===== src/uplc_defines.vh =====
// constants for the usb port line control block
// assumes inclusion by bare name from the design files
`ifndef UPLC_DEFINES_VH
`define UPLC_DEFINES_VH
`define UPLC_CTRL_ADDR_E1 16'hC08A
`define UPLC_CTRL_ADDR_E2 16'hC0AA
`define UPLC_CNT_ADDR_E1 16'hC084
`define UPLC_CNT_ADDR_E2 16'hC0A4
`define UPLC_B_DP 15
`define UPLC_B_DM 14
`define UPLC_A_DP 13
`define UPLC_A_DM 12
`define UPLC_B_LOW 11
`define UPLC_A_LOW 10
`define UPLC_MODE 9
`define UPLC_B_RES 8
`define UPLC_A_RES 7
`define UPLC_B_FRC_HI 6
`define UPLC_B_FRC_LO 5
`define UPLC_A_FRC_HI 4
`define UPLC_A_FRC_LO 3
`define UPLC_SUSP 2
`define UPLC_B_SOF 1
`define UPLC_A_SOF 0
`define UPLC_PSEL 14
`define UPLC_CTRL_WMASK 16'h0FFF
`define UPLC_CTRL_RST 12'h000
`define UPLC_FRC_NORM 2'h0
`define UPLC_FRC_J 2'h1
`define UPLC_FRC_SE0 2'h2
`define UPLC_FRC_K 2'h3
`endif


===== src/uplc_line_port.v =====
// one usb port: line sync, resistor and line force decode
// assumes d+/d- levels arrive asynchronously from the pads
`timescale 1ns/1ps
`include "uplc_defines.vh"
module uplc_line_port (
  input wire core_clk,
  input wire rst_n,
  input wire dp_in,
  input wire dm_in,
  input wire host_mode,
  input wire low_speed,
  input wire res_en,
  input wire [1:0] force_sel,
  output reg dp_sync_q,
  output reg dm_sync_q,
  output reg dp_pu_q,
  output reg dm_pu_q,
  output reg dp_pd_q,
  output reg dm_pd_q,
  output reg dp_out_q,
  output reg dm_out_q,
  output reg line_oe_q
);
  reg dp_meta_q;
  reg dm_meta_q;
  reg dp_o_d;
  reg dm_o_d;
  // ---------------------------------------------------------------
  // synchroniser
  // ---------------------------------------------------------------
  always @(posedge core_clk or negedge rst_n) begin
    if (!rst_n) begin
      dp_meta_q <= 1'b0;
      dm_meta_q <= 1'b0;
      dp_sync_q <= 1'b0;
      dm_sync_q <= 1'b0;
    end else begin
      dp_meta_q <= dp_in;
      dm_meta_q <= dm_in;
      dp_sync_q <= dp_meta_q;
      dm_sync_q <= dm_meta_q;
    end
  end
  // ---------------------------------------------------------------
  // force decode
  // ---------------------------------------------------------------
  // j and k follow the port speed; low speed swaps line polarity
  always @* begin
    dp_o_d = 1'b0;
    dm_o_d = 1'b0;
    case (force_sel)
      `UPLC_FRC_SE0: begin
        dp_o_d = 1'b0;
        dm_o_d = 1'b0;
      end
      `UPLC_FRC_J: begin
        dp_o_d = ~low_speed;
        dm_o_d = low_speed;
      end
      `UPLC_FRC_K: begin
        dp_o_d = low_speed;
        dm_o_d = ~low_speed;
      end
      default: begin
        dp_o_d = 1'b0;
        dm_o_d = 1'b0;
      end
    endcase
  end
  always @(posedge core_clk or negedge rst_n) begin
    if (!rst_n) begin
      dp_pu_q <= 1'b0;
      dm_pu_q <= 1'b0;
      dp_pd_q <= 1'b0;
      dm_pd_q <= 1'b0;
      dp_out_q <= 1'b0;
      dm_out_q <= 1'b0;
      line_oe_q <= 1'b0;
    end else begin
      dp_pd_q <= res_en & host_mode;
      dm_pd_q <= res_en & host_mode;
      dp_pu_q <= res_en & ~host_mode & ~low_speed;
      dm_pu_q <= res_en & ~host_mode & low_speed;
      dp_out_q <= dp_o_d;
      dm_out_q <= dm_o_d;
      line_oe_q <= (force_sel != `UPLC_FRC_NORM);
    end
  end
endmodule // uplc_line_port


===== src/uplc_top.v =====
// usb port line control register for one serial engine
// assumes a 16-bit word register port shared by cpu and host port
// Function
// - read back port b and a line levels
// - speed bits: 1 low, 0 full
// - mode bit: 1 host, 0 device
// - device mode serves only the chosen port; here both ports keep pulls and force, the choice only sets the active outputs
// - resistor enable 0 removes all resistors
// - host mode enables pull-downs both lines
// - device mode single pull-up by speed
// - force field: normal, j, se0, k
// - forcing ignores active port choice
// - suspend powers down transceivers, wakeup detect stays
// - host frame markers: sof full, eop low
// - reachable by cpu and parallel host port
// - port choice: 0 port a, 1 b
`timescale 1ns/1ps
`include "uplc_defines.vh"
module uplc_top #(
  parameter [15:0] CTRL_ADDR = `UPLC_CTRL_ADDR_E1,
  parameter [15:0] CNT_ADDR = `UPLC_CNT_ADDR_E1
) (
  input wire core_clk,
  input wire resetn,
  input wire cpu_sel,
  input wire cpu_wr,
  input wire [15:0] cpu_addr,
  input wire [15:0] cpu_wdata,
  output reg [15:0] cpu_rdata_q,
  input wire hpi_sel,
  input wire hpi_wr,
  input wire [15:0] hpi_addr,
  input wire [15:0] hpi_wdata,
  output reg [15:0] hpi_rdata_q,
  input wire port_a_dp_in,
  input wire port_a_dm_in,
  input wire port_b_dp_in,
  input wire port_b_dm_in,
  output wire port_a_dp_out,
  output wire port_a_dm_out,
  output wire port_a_oe,
  output wire port_b_dp_out,
  output wire port_b_dm_out,
  output wire port_b_oe,
  output wire port_a_dp_pu,
  output wire port_a_dm_pu,
  output wire port_a_dp_pd,
  output wire port_a_dm_pd,
  output wire port_b_dp_pu,
  output wire port_b_dm_pu,
  output wire port_b_dp_pd,
  output wire port_b_dm_pd,
  output reg xcvr_suspend_q,
  output reg wake_detect_en_q,
  output reg port_a_active_q,
  output reg port_b_active_q,
  output reg host_mode_q,
  output reg port_a_sof_q,
  output reg port_a_eop_q,
  output reg port_b_sof_q,
  output reg port_b_eop_q
);
  reg rst_meta_q;
  reg rst_sync_q;
  reg [11:0] ctrl_q;
  reg port_sel_q;
  wire [1:0] dp_sync;
  wire [1:0] dm_sync;
  wire [1:0] line_in_dp;
  wire [1:0] line_in_dm;
  wire [1:0] low_spd;
  wire [1:0] res_en;
  wire [3:0] frc;
  wire [1:0] dp_pu;
  wire [1:0] dm_pu;
  wire [1:0] dp_pd;
  wire [1:0] dm_pd;
  wire [1:0] dp_o;
  wire [1:0] dm_o;
  wire [1:0] oe;
  wire [15:0] ctrl_view;
  wire cpu_ctl_wr;
  wire hpi_ctl_wr;
  wire cpu_cnt_wr;
  wire hpi_cnt_wr;
  // ---------------------------------------------------------------
  // reset release
  // ---------------------------------------------------------------
  always @(posedge core_clk or negedge resetn) begin
    if (!resetn) begin
      rst_meta_q <= 1'b0;
      rst_sync_q <= 1'b0;
    end else begin
      rst_meta_q <= 1'b1;
      rst_sync_q <= rst_meta_q;
    end
  end
  // ---------------------------------------------------------------
  // register writes
  // ---------------------------------------------------------------
  assign cpu_ctl_wr = cpu_sel & cpu_wr & (cpu_addr == CTRL_ADDR);
  assign hpi_ctl_wr = hpi_sel & hpi_wr & (hpi_addr == CTRL_ADDR);
  assign cpu_cnt_wr = cpu_sel & cpu_wr & (cpu_addr == CNT_ADDR);
  assign hpi_cnt_wr = hpi_sel & hpi_wr & (hpi_addr == CNT_ADDR);
  // host port wins a same-cycle collision; the cpu write is dropped
  always @(posedge core_clk or negedge rst_sync_q) begin
    if (!rst_sync_q) begin
      ctrl_q <= `UPLC_CTRL_RST;
      port_sel_q <= 1'b0;
    end else begin
      if (hpi_ctl_wr) begin
        ctrl_q <= hpi_wdata[11:0];
      end else if (cpu_ctl_wr) begin
        ctrl_q <= cpu_wdata[11:0];
      end
      if (hpi_cnt_wr) begin
        port_sel_q <= hpi_wdata[`UPLC_PSEL];
      end else if (cpu_cnt_wr) begin
        port_sel_q <= cpu_wdata[`UPLC_PSEL];
      end
    end
  end
  // ---------------------------------------------------------------
  // read path
  // ---------------------------------------------------------------
  assign ctrl_view = {dp_sync[1], dm_sync[1], dp_sync[0], dm_sync[0],
                      ctrl_q};
  always @(posedge core_clk or negedge rst_sync_q) begin
    if (!rst_sync_q) begin
      cpu_rdata_q <= 16'h0000;
      hpi_rdata_q <= 16'h0000;
    end else begin
      // only the port choice bit of the count register lives here
      cpu_rdata_q <= (cpu_addr == CTRL_ADDR) ? ctrl_view :
                     (cpu_addr == CNT_ADDR) ?
                     {1'b0, port_sel_q, 14'h0000} : 16'h0000;
      hpi_rdata_q <= (hpi_addr == CTRL_ADDR) ? ctrl_view :
                     (hpi_addr == CNT_ADDR) ?
                     {1'b0, port_sel_q, 14'h0000} : 16'h0000;
    end
  end
  // ---------------------------------------------------------------
  // ports
  // ---------------------------------------------------------------
  assign line_in_dp = {port_b_dp_in, port_a_dp_in};
  assign line_in_dm = {port_b_dm_in, port_a_dm_in};
  assign low_spd = {ctrl_q[`UPLC_B_LOW], ctrl_q[`UPLC_A_LOW]};
  assign res_en = {ctrl_q[`UPLC_B_RES], ctrl_q[`UPLC_A_RES]};
  assign frc = {ctrl_q[`UPLC_B_FRC_HI:`UPLC_B_FRC_LO],
                ctrl_q[`UPLC_A_FRC_HI:`UPLC_A_FRC_LO]};
  genvar gi;
  generate
    for (gi = 0; gi < 2; gi = gi + 1) begin : g_port
      // force acts regardless of the active port
      uplc_line_port u_port (
        .core_clk(core_clk),
        .rst_n(rst_sync_q),
        .dp_in(line_in_dp[gi]),
        .dm_in(line_in_dm[gi]),
        .host_mode(ctrl_q[`UPLC_MODE]),
        .low_speed(low_spd[gi]),
        .res_en(res_en[gi]),
        .force_sel(frc[2*gi+1:2*gi]),
        .dp_sync_q(dp_sync[gi]),
        .dm_sync_q(dm_sync[gi]),
        .dp_pu_q(dp_pu[gi]),
        .dm_pu_q(dm_pu[gi]),
        .dp_pd_q(dp_pd[gi]),
        .dm_pd_q(dm_pd[gi]),
        .dp_out_q(dp_o[gi]),
        .dm_out_q(dm_o[gi]),
        .line_oe_q(oe[gi])
      );
    end
  endgenerate
  assign port_a_dp_out = dp_o[0];
  assign port_a_dm_out = dm_o[0];
  assign port_a_oe = oe[0];
  assign port_b_dp_out = dp_o[1];
  assign port_b_dm_out = dm_o[1];
  assign port_b_oe = oe[1];
  assign port_a_dp_pu = dp_pu[0];
  assign port_a_dm_pu = dm_pu[0];
  assign port_a_dp_pd = dp_pd[0];
  assign port_a_dm_pd = dm_pd[0];
  assign port_b_dp_pu = dp_pu[1];
  assign port_b_dm_pu = dm_pu[1];
  assign port_b_dp_pd = dp_pd[1];
  assign port_b_dm_pd = dm_pd[1];
  // ---------------------------------------------------------------
  // engine mode, suspend, frame markers
  // ---------------------------------------------------------------
  // marker enables are also gated by host mode in case software
  // leaves them set in device mode
  always @(posedge core_clk or negedge rst_sync_q) begin
    if (!rst_sync_q) begin
      xcvr_suspend_q <= 1'b0;
      wake_detect_en_q <= 1'b0;
      port_a_active_q <= 1'b0;
      port_b_active_q <= 1'b0;
      host_mode_q <= 1'b0;
      port_a_sof_q <= 1'b0;
      port_a_eop_q <= 1'b0;
      port_b_sof_q <= 1'b0;
      port_b_eop_q <= 1'b0;
    end else begin
      host_mode_q <= ctrl_q[`UPLC_MODE];
      xcvr_suspend_q <= ctrl_q[`UPLC_SUSP];
      wake_detect_en_q <= ctrl_q[`UPLC_SUSP];
      port_a_active_q <= ~port_sel_q;
      port_b_active_q <= port_sel_q;
      port_a_sof_q <= ctrl_q[`UPLC_MODE] & ctrl_q[`UPLC_A_SOF] &
                      ~port_sel_q & ~low_spd[0];
      port_a_eop_q <= ctrl_q[`UPLC_MODE] & ctrl_q[`UPLC_A_SOF] &
                      ~port_sel_q & low_spd[0];
      port_b_sof_q <= ctrl_q[`UPLC_MODE] & ctrl_q[`UPLC_B_SOF] &
                      port_sel_q & ~low_spd[1];
      port_b_eop_q <= ctrl_q[`UPLC_MODE] & ctrl_q[`UPLC_B_SOF] &
                      port_sel_q & low_spd[1];
    end
  end
endmodule // uplc_top


===== config.mk =====
export PLATFORM = sky130hd
export DESIGN_NAME = uplc_top
export DESIGN_NICKNAME = d
export VERILOG_FILES = /design/src/uplc_line_port.v /design/src/uplc_top.v
export VERILOG_INCLUDE_DIRS = /design/src /design/src/src
export SDC_FILE = /design/constraint.sdc
export NUM_CORES = 1
export LEC_CHECK = 0
export ABC_AREA = 1
export BUFFER_PORTS_ARGS = -buffer_cell sky130_fd_sc_hd__buf_2
export CAP_MARGIN = 5
export CORE_MARGIN = 10
export CORE_UTILIZATION = 46
export DETAILED_ROUTE_END_ITERATION = 10
export PLACE_DENSITY_LB_ADDON = 0.1
export SLEW_MARGIN = 20
export SYNTH_ARGS = -nofsm -noshare
export SYNTH_HDL_FRONTEND = slang
export SYNTH_HIERARCHICAL = 1
export SYNTH_SLANG_ARGS = --single-unit

===== constraint.sdc =====
create_clock -name core_clk -period 2.9 [get_ports core_clk]
set_input_delay 0.58 -clock core_clk [delete_from_list [all_inputs] [get_ports core_clk]]
set_output_delay 0.58 -clock core_clk [all_outputs]
set_load 0.02 [all_outputs]

**Word-level counts from Yosys, hierarchy flattened**

Index checks and enable logic that the tools add are counted.

- Eq/ne operators: 8
- $add $sub $neg: 0
- Mux-type cells: 12
- Multipliers: 0
- $lt $le $gt $ge: 0
- Shifts and indexed selects: 0
- Bitwise gates (word level): 26
- Reduce and logical (&&, ||, !) cells: 4
- Div/mod/pow operators: 0

Operators with widths:

| cell | number |
|---|---|
| $eq 16x16->1 const B | 4 |
| $mux 16 | 2 |
| $mux 15 | 2 |
| $mux 12 | 2 |
| $and 1x1->1 | 22 |
| $pmux 1 s2 | 4 |
| $reduce_bool 2->1 | 4 |
| $eq 2x1->1 const B | 2 |
| $eq 2x2->1 const B | 2 |
| $not 1->1 | 4 |
| $mux 1 | 2 |

- Bits in latches: 0
- Memories: 0
- Input port bits: 74
- Output and inout bits: 55
- Memory bits (read-only): 0
- Register bits: 75
- Memory bits (writable): 0

**Depth between registers and ports, before layout**

Gate-level depths: netlist (run 1).

- Depth in word-level cells: 4
- Mapped depth: 10
- Gate-level depth less buffers: 9

**Modules after synthesis**

The synthesis (run 1) kept the hierarchy.

Modules (own cells, without submodules):

| module | instances | cells each | seq. area each (um^2) | area each (um^2) |
|---|---|---|---|---|
| uplc_top | 1 | 243 | 1,376.3 | 2,193.4 |
| uplc_line_port | 2 | 26 | 250.2 | 321.6 |

**Worst setup path after synthesis (run 1)**

Ideal clock, no wire load.

- Path type: input to register
- From: input cpu_addr[11]
- To: register ctrl_q[11]
- Data required time: 2,783 ps
- Path slack: 1,387 ps
- Arrival: 1,396 ps
- Stages: 9
- Cell sequence: nor2_1 > nand2_1 > nor2_1 > nand3_1 > buf_4 > nand2_4 > inv_1 > nand2_1 > nand2_1

- Cells in the longest elaborated chain, start to end: 3

Ends and longest elaborated chain:

| element | line | text |
|---|---|---|
| from (decl) | uplc_top.v:27 | `input wire [15:0] cpu_addr,` |
| $eq 16x16->1 | uplc_top.v:101 | `assign cpu_ctl_wr = cpu_sel & cpu_wr & (cpu_addr == CTRL_ADDR);` |
| $and 1x1->1 | uplc_top.v:101 |  |
| $reduce_bool 2->1 (no line) | n/a |  |
| to (signal assigned) | uplc_top.v:108 | `` ctrl_q <= `UPLC_CTRL_RST; `` |
| to (signal assigned) | uplc_top.v:112 | `ctrl_q <= hpi_wdata[11:0];` |
| to (signal assigned) | uplc_top.v:114 | `ctrl_q <= cpu_wdata[11:0];` |
| to (decl) | uplc_top.v:65 | `reg [11:0] ctrl_q;` |

Every way passes these cells.
A chain may end at the register's enable or synchronous reset.

**Worst setup path in the final report (run 1)**

- From: input cpu_addr[11]
- To: register ctrl_q[5]

Same word-level chain as after synthesis.

==> results.md, run 1 <==
- Status: completed
- Final WL: 6838 µm
- FILL cells: 533
- Num CTS Buffers: 9
- Cell mode on critical path: nand3_1
- Critical path's top delay family: simple AND/OR/NAND/NOR gates
- CTS root buf: clkbuf_8
- Non-Filler Instances: 501
- FF+latch area: 0.001881 mm²
- Clock power share: 41.3%
- Setup TNS: 0 ps
- R2R depth: 0
- Cell Chain, Critical Path: buf_2 -> nor2_1 -> nand2_1 -> nor2_1 -> nand3_1 -> clkinv_1 -> nand3_1 -> nand3_1
- Clock Path Buffers: 2
- Sw Pwr: 404.2 µW
- Diodes inserted: 0
- Worst Path Max Fanout: 11
- Critical path capture point type: flip-flop
- Most frequent cells in the layout: 122 x buf_2, 74 x dfrtp_1, 59 x nor2_1, 48 x nand3_1, 46 x nand2_1
- I/O pin count: 129
- Crit path kind: input port to flip-flop
- PortBufs: 122
- Sequential fraction of the synthesis area: 66.17%
- Max-Cap Viols: 0
- Placed Cells: 484
- Syn Nets: 369
- Net Sw Frac: 20.84%
- 1st-iter DRT viols: 61
- Final #Nets: 495
- Most common cell after layout, fill and taps aside: buf_2
- Number of H-tree levels: 3
- Distinct cells, synth: 16
- Post-Syn Area: 0.002836 mm²
- Max VDD drop: 0.3310 mV
- Synth Warn #: 6
- Max stage delay cell, worst path: nand3_1
- Initial core utilization: 47.63%
- Die Y: 98.53 µm
- Syn avg cell area: 9.615 µm²
- Final hold viol count: 0
- Final Max Slew Viols: 0
- Vias per inst: 4.529
- Fmax: 0.5674 GHz
- Antenna Nets Post-Route: 0
- CTS tree: yes
- First-pass GRT wire length: 11520 µm
- Via count: 2269
- Data arrival, critical path: 2030 ps
- Vias in the first global route: 2453
- RSZ-0062 raised after global routing: no
- Width of the die: 98.53 µm
- Core area: 0.005956 mm²
- Setup violations, final: 0
- Post-DP HPWL: 5232 µm
- WL per Instance: 13.65 µm
- Clock sink count: 75
- HP Class: input port to flip-flop
- Mapped Cells: 295
- Synthesis-to-finish area growth: 30.79%
- Gr ovfl total: 0
- Synth area leader: dfrtp_1
- Worst Tran Pin Value: 905.6 ps
- Top Registers: cpu_rdata_q (16), hpi_rdata_q (16), ctrl_q (12)
- Clock latency on the worst-skew pair: 340 ps
- Num rows: 28
- Final WS setup: 1138 ps
- Setup slack at placement: 787.7 ps
- PostCTS Resize Cnt: 0
- Part of the power in combinational logic: 3.4%
- Die Area: 0.009707 mm²
- Tcrit/Tclk final: 60.77%
- Worst-path clk slew: 70 ps
- Share of cells above drive strength 1: 33.80%
- Skew final: 9.343 ps
- Hold Crit Depth: 1
- Total power draw: 1.939 mW
- Req. time, crit path: 3170 ps
- Total track usage: 14.45%
- Cell-internal power: 1.535 mW
- Drt drc: 0
- Synth area leaders: dfrtp_1 66%, nand3_1 8.5%, nor2_1 7.8%, nand2_1 6.1%, inv_1 5.6%
- Final GP Congestion: 0.7377
- Nature of the critical path startpoint: input port
- Critical Path Stages: 8
- Leakage: 2.139 nW
- Initial antenna violation count: 0
- Largest net degree at the start of global routing: 74
- Max-Slew Margin vs Limit: 39.63%
- Max stage delay on crit path: 440 ps
- Fin crit period: 1762 ps
- Crit path buf inv count: 2
- Pwr Density: 522.7 mW/mm²
- Area of the multi-input gates: 737.0 µm²
- Seq pwr share: 55.3%
- DRT Pass-1 Iters: 4
- Synth top area share: 66.17%
- Yosys reg bits: 75
cell families after synthesis:
kind of cell / synth area share, %
buffers and inverters: 7.852
DFF: 66.17
AOI/OAI and AO/OA: 0.3529
other: 0.1322
and+or+nand+nor: 25.50
area by class of cell:
cell class | count | area share, %
timing repair buffer | 123 | 16.73
inverter | 46 | 4.654
multi-input combinational | 166 | 19.87
tap | 75 | 2.530
clock inverter | 4 | 1.349
sequential | 75 | 50.69
clock buffer | 12 | 4.182
power groups by stage:
| stage | clock network (mW) | registers (mW) | logic (mW) |
|---|---|---|---|
| 2_1_floorplan | 0 | 1.09 | 0.0179 |
| 5_1_grt | 0.865 | 1.08 | 0.0761 |
| 3_3_place_gp | 0 | 1.09 | 0.0628 |
| 6_report | 0.801 | 1.07 | 0.0652 |
| 4_1_cts | 0.826 | 1.07 | 0.0659 |
| 3_5_place_dp | 0 | 1.09 | 0.0648 |
Yosys cell counts, drive strengths merged:
cell type and number:
nand2 47, inv 44, o21ai 2, dfrtp 75, or2 2, nand3 49, nand4 4, conb 1
clkinv 2, buf 8, nor2 61
metal layers:
| layer | routed length, µm | global-route usage, % | up-vias |
|---|---|---|---|
| li1 | - | - | 1154 |
| met1 | 2950 | 17.32 | 1017 |
| met2 | 3157 | 22.74 | 90 |
| met3 | 643 | 6.075 | 8 |
| met4 | 87 | 5.292 | 0 |
| met5 | 0 | 0 | - |
through the flow:
step / area [µm²] / hold slack (ps) / utilization (%)
finish: 3710 / 344.8 / 62.29
global route: 3710 / 326.9 / 62.29
CTS: 3710 / 326.4 / 62.29
detailed placement: 3495 / 334.7 / 58.68
global placement: 3495 / 332.5 / 58.68
floorplan: 2836 / 284.4 / -
what timing repair did:
| item | CTS | global route |
|---|---|---|
| buffers inserted | 0 | 0 |
| hold buffers | 1 | 0 |
| endpoints found under the hold margin | 2 | 0 |
path summary, 6_finish.rpt:
kind,to,slack (ps),startpoint
setup / recovery,ctrl_q[5],1140,cpu_addr[11]
hold / removal,g_port[0].u_port/dp_meta_q,340,port_a_dp_in
setup reg to reg,ctrl_q[11],1840,rst_sync_q
hold reg to reg,g_port[0].u_port/dm_sync_q,350,g_port[0].u_port/dm_meta_q
max in group asynchronous,ctrl_q[11],1840,rst_sync_q
min in group asynchronous,host_mode_q,470,rst_sync_q
Power figures use the tool's default switching activity.
==> run 2: changes to the inputs <==
- CORE_UTILIZATION: 46 -> 42
- clock period: 2.9 -> 1.47 ns (I/O delays scaled with it)
==> run 2 against run 1 <==
  * Setup slack got worse by 830 ps
  * Clock-buffer cell count did not move
  * First-iteration DRC count rose by 11%
  * Sequential share of layout area fell by 1.7 points
  * Sequential power rose by 94%
  * Global-route usage fell by 1.2 points
  * Wire length fell by 0.50%
  * Sequential cell count did not move
  * Core utilization fell by 2.8 points
  * Register-to-register slack got worse by 1300 ps
  * Final area rose by 3.5%
  * Final cell count rose by 2.2%
  * Critical endpoint is now xcvr_suspend_q
  * Largest cell class unchanged
  * Highest routed layer unchanged
==> results.md, run 2 (synthesis results as in run 1) <==
- Cell Chain, Critical Path: buf_2
- Fin crit period: 1159 ps
- Final GP Congestion: 0.7728
- Share of cells above drive strength 1: 35.40%
- Final #Nets: 505
- Synthesis-to-finish area growth: 35.42%
- Vias per inst: 4.430
- Gr ovfl total: 0
- Final Max Slew Viols: 0
- Largest net degree at the start of global routing: 74
- Max VDD drop: 0.4574 mV
- Core area: 0.006459 mm²
- Skew final: 8.599 ps
- Die Y: 102.2 µm
- FILL cells: 584
- Most common cell after layout, fill and taps aside: buf_2
- Crit path buf inv count: 1
- Setup slack at placement: 40.97 ps
- Tcrit/Tclk final: 78.87%
- Nature of the critical path startpoint: flip-flop
- Setup TNS: 0 ps
- DRT Pass-1 Iters: 4
- Initial core utilization: 43.92%
- Leakage: 2.218 nW
- Worst Path Max Fanout: 2
- First-pass GRT wire length: 10810 µm
- Initial antenna violation count: 0
- Status: completed
- HP Class: input port to flip-flop
- Die Area: 0.01044 mm²
- Number of H-tree levels: 3
- Critical path capture point type: output pin
- Req. time, crit path: 1180 ps
- Final WL: 6804 µm
- Clock sink count: 75
- Total track usage: 13.28%
- Top Registers: cpu_rdata_q (16), hpi_rdata_q (16), ctrl_q (12)
- Antenna Nets Post-Route: 0
- Placed Cells: 496
- PostCTS Resize Cnt: 0
- Max stage delay cell, worst path: dfrtp_1
- Crit path kind: flip-flop to output pin
- Pwr Density: 1053 mW/mm²
- Final hold viol count: 0
- Worst-path clk slew: 70 ps
- Vias in the first global route: 2260
- Drt drc: 0
- Data arrival, critical path: 870 ps
- Clock Path Buffers: 2
- Setup violations, final: 0
- Max stage delay on crit path: 380 ps
- Width of the die: 102.2 µm
- Post-DP HPWL: 5284 µm
- I/O pin count: 129
- Num rows: 29
- RSZ-0062 raised after global routing: no
- Final WS setup: 310.6 ps
- Max-Cap Viols: 0
- Critical path's top delay family: flip-flops
- Fmax: 0.8625 GHz
- WL per Instance: 13.29 µm
- Clock latency on the worst-skew pair: 330 ps
- Most frequent cells in the layout: 122 x buf_2, 74 x dfrtp_1, 59 x nor2_1, 48 x nand3_1, 46 x nand2_1
- CTS root buf: clkbuf_8
- Num CTS Buffers: 9
- Via count: 2268
- Non-Filler Instances: 512
- CTS tree: yes
- 1st-iter DRT viols: 68
- Diodes inserted: 0
- PortBufs: 122
## run 2: final timing paths
check	cells past startpoint	endpoint	from	slack, ps
worst max-delay path	1	xcvr_suspend_q	wake_detect_en_q	310
worst min-delay path	1	g_port[1].u_port/dm_meta_q	port_b_dm_in	70
worst max register to register	2	port_a_sof_q	ctrl_q[9]	530
worst min register to register	1	g_port[0].u_port/line_oe_q	rst_sync_q	320
max in group asynchronous	1	cpu_rdata_q[9]	rst_sync_q	820
min in group asynchronous	2	rst_sync_q	resetn	280
## run 2: final cells by class
type	count	area (µm²)	area share [%]
Multi-Input combinational cell	166	737.0	19.19
Inverter	46	172.7	4.495
Timing Repair Buffer	133	720.7	18.76
Tap cell	77	96.34	2.508
Sequential cell	75	1881	48.96
Clock buffer	12	165.2	4.300
Clock inverter	3	68.82	1.792
## run 2: per-stage QoR
step / instance area (µm²) / power [mW] / hold WS (ps) / utilization [%]
6_report: 3841 / 4.046 / 66.12 / 59.47
5_1_grt: 3841 / 4.211 / 39.19 / 59.47
4_1_cts: 3841 / 4.100 / 45.23 / 59.47
3_5_place_dp: 3597 / 2.295 / 80.30 / 55.70
3_3_place_gp: 3597 / 2.290 / 78.58 / 55.70
2_1_floorplan: 2838 / 2.183 / -1.591 / -
## run 2: layer usage
layer	track usage [%]	up-vias	routed length, µm	share of wire, %
met5	0	-	0	0
met4	5.965	0	68	1.0
met3	6.005	6	743	11
met2	20.15	90	3189	47
met1	15.92	1001	2802	41
li1	-	1171	-	-
## run 2: report_power, final
| group | total [mW] | switching [mW] | leakage [nW] | internal (mW) |
|---|---|---|---|---|
| Combinational | 0.171 | 0.0875 | 1.08 | 0.0836 |
| Clock | 1.79 | 0.701 | 0.119 | 1.09 |
| Sequential | 2.08 | 0.00438 | 1.02 | 2.08 |
| Total | 4.05 | 0.793 | 2.22 | 3.25 |
## run 2: timing repair
| item | 4_1_cts | 5_1_grt |
|---|---|---|
| hold endpoints to repair | 2 | 0 |
| setup buffers | 0 | 0 |
| hold buffers | 1 | 0 |
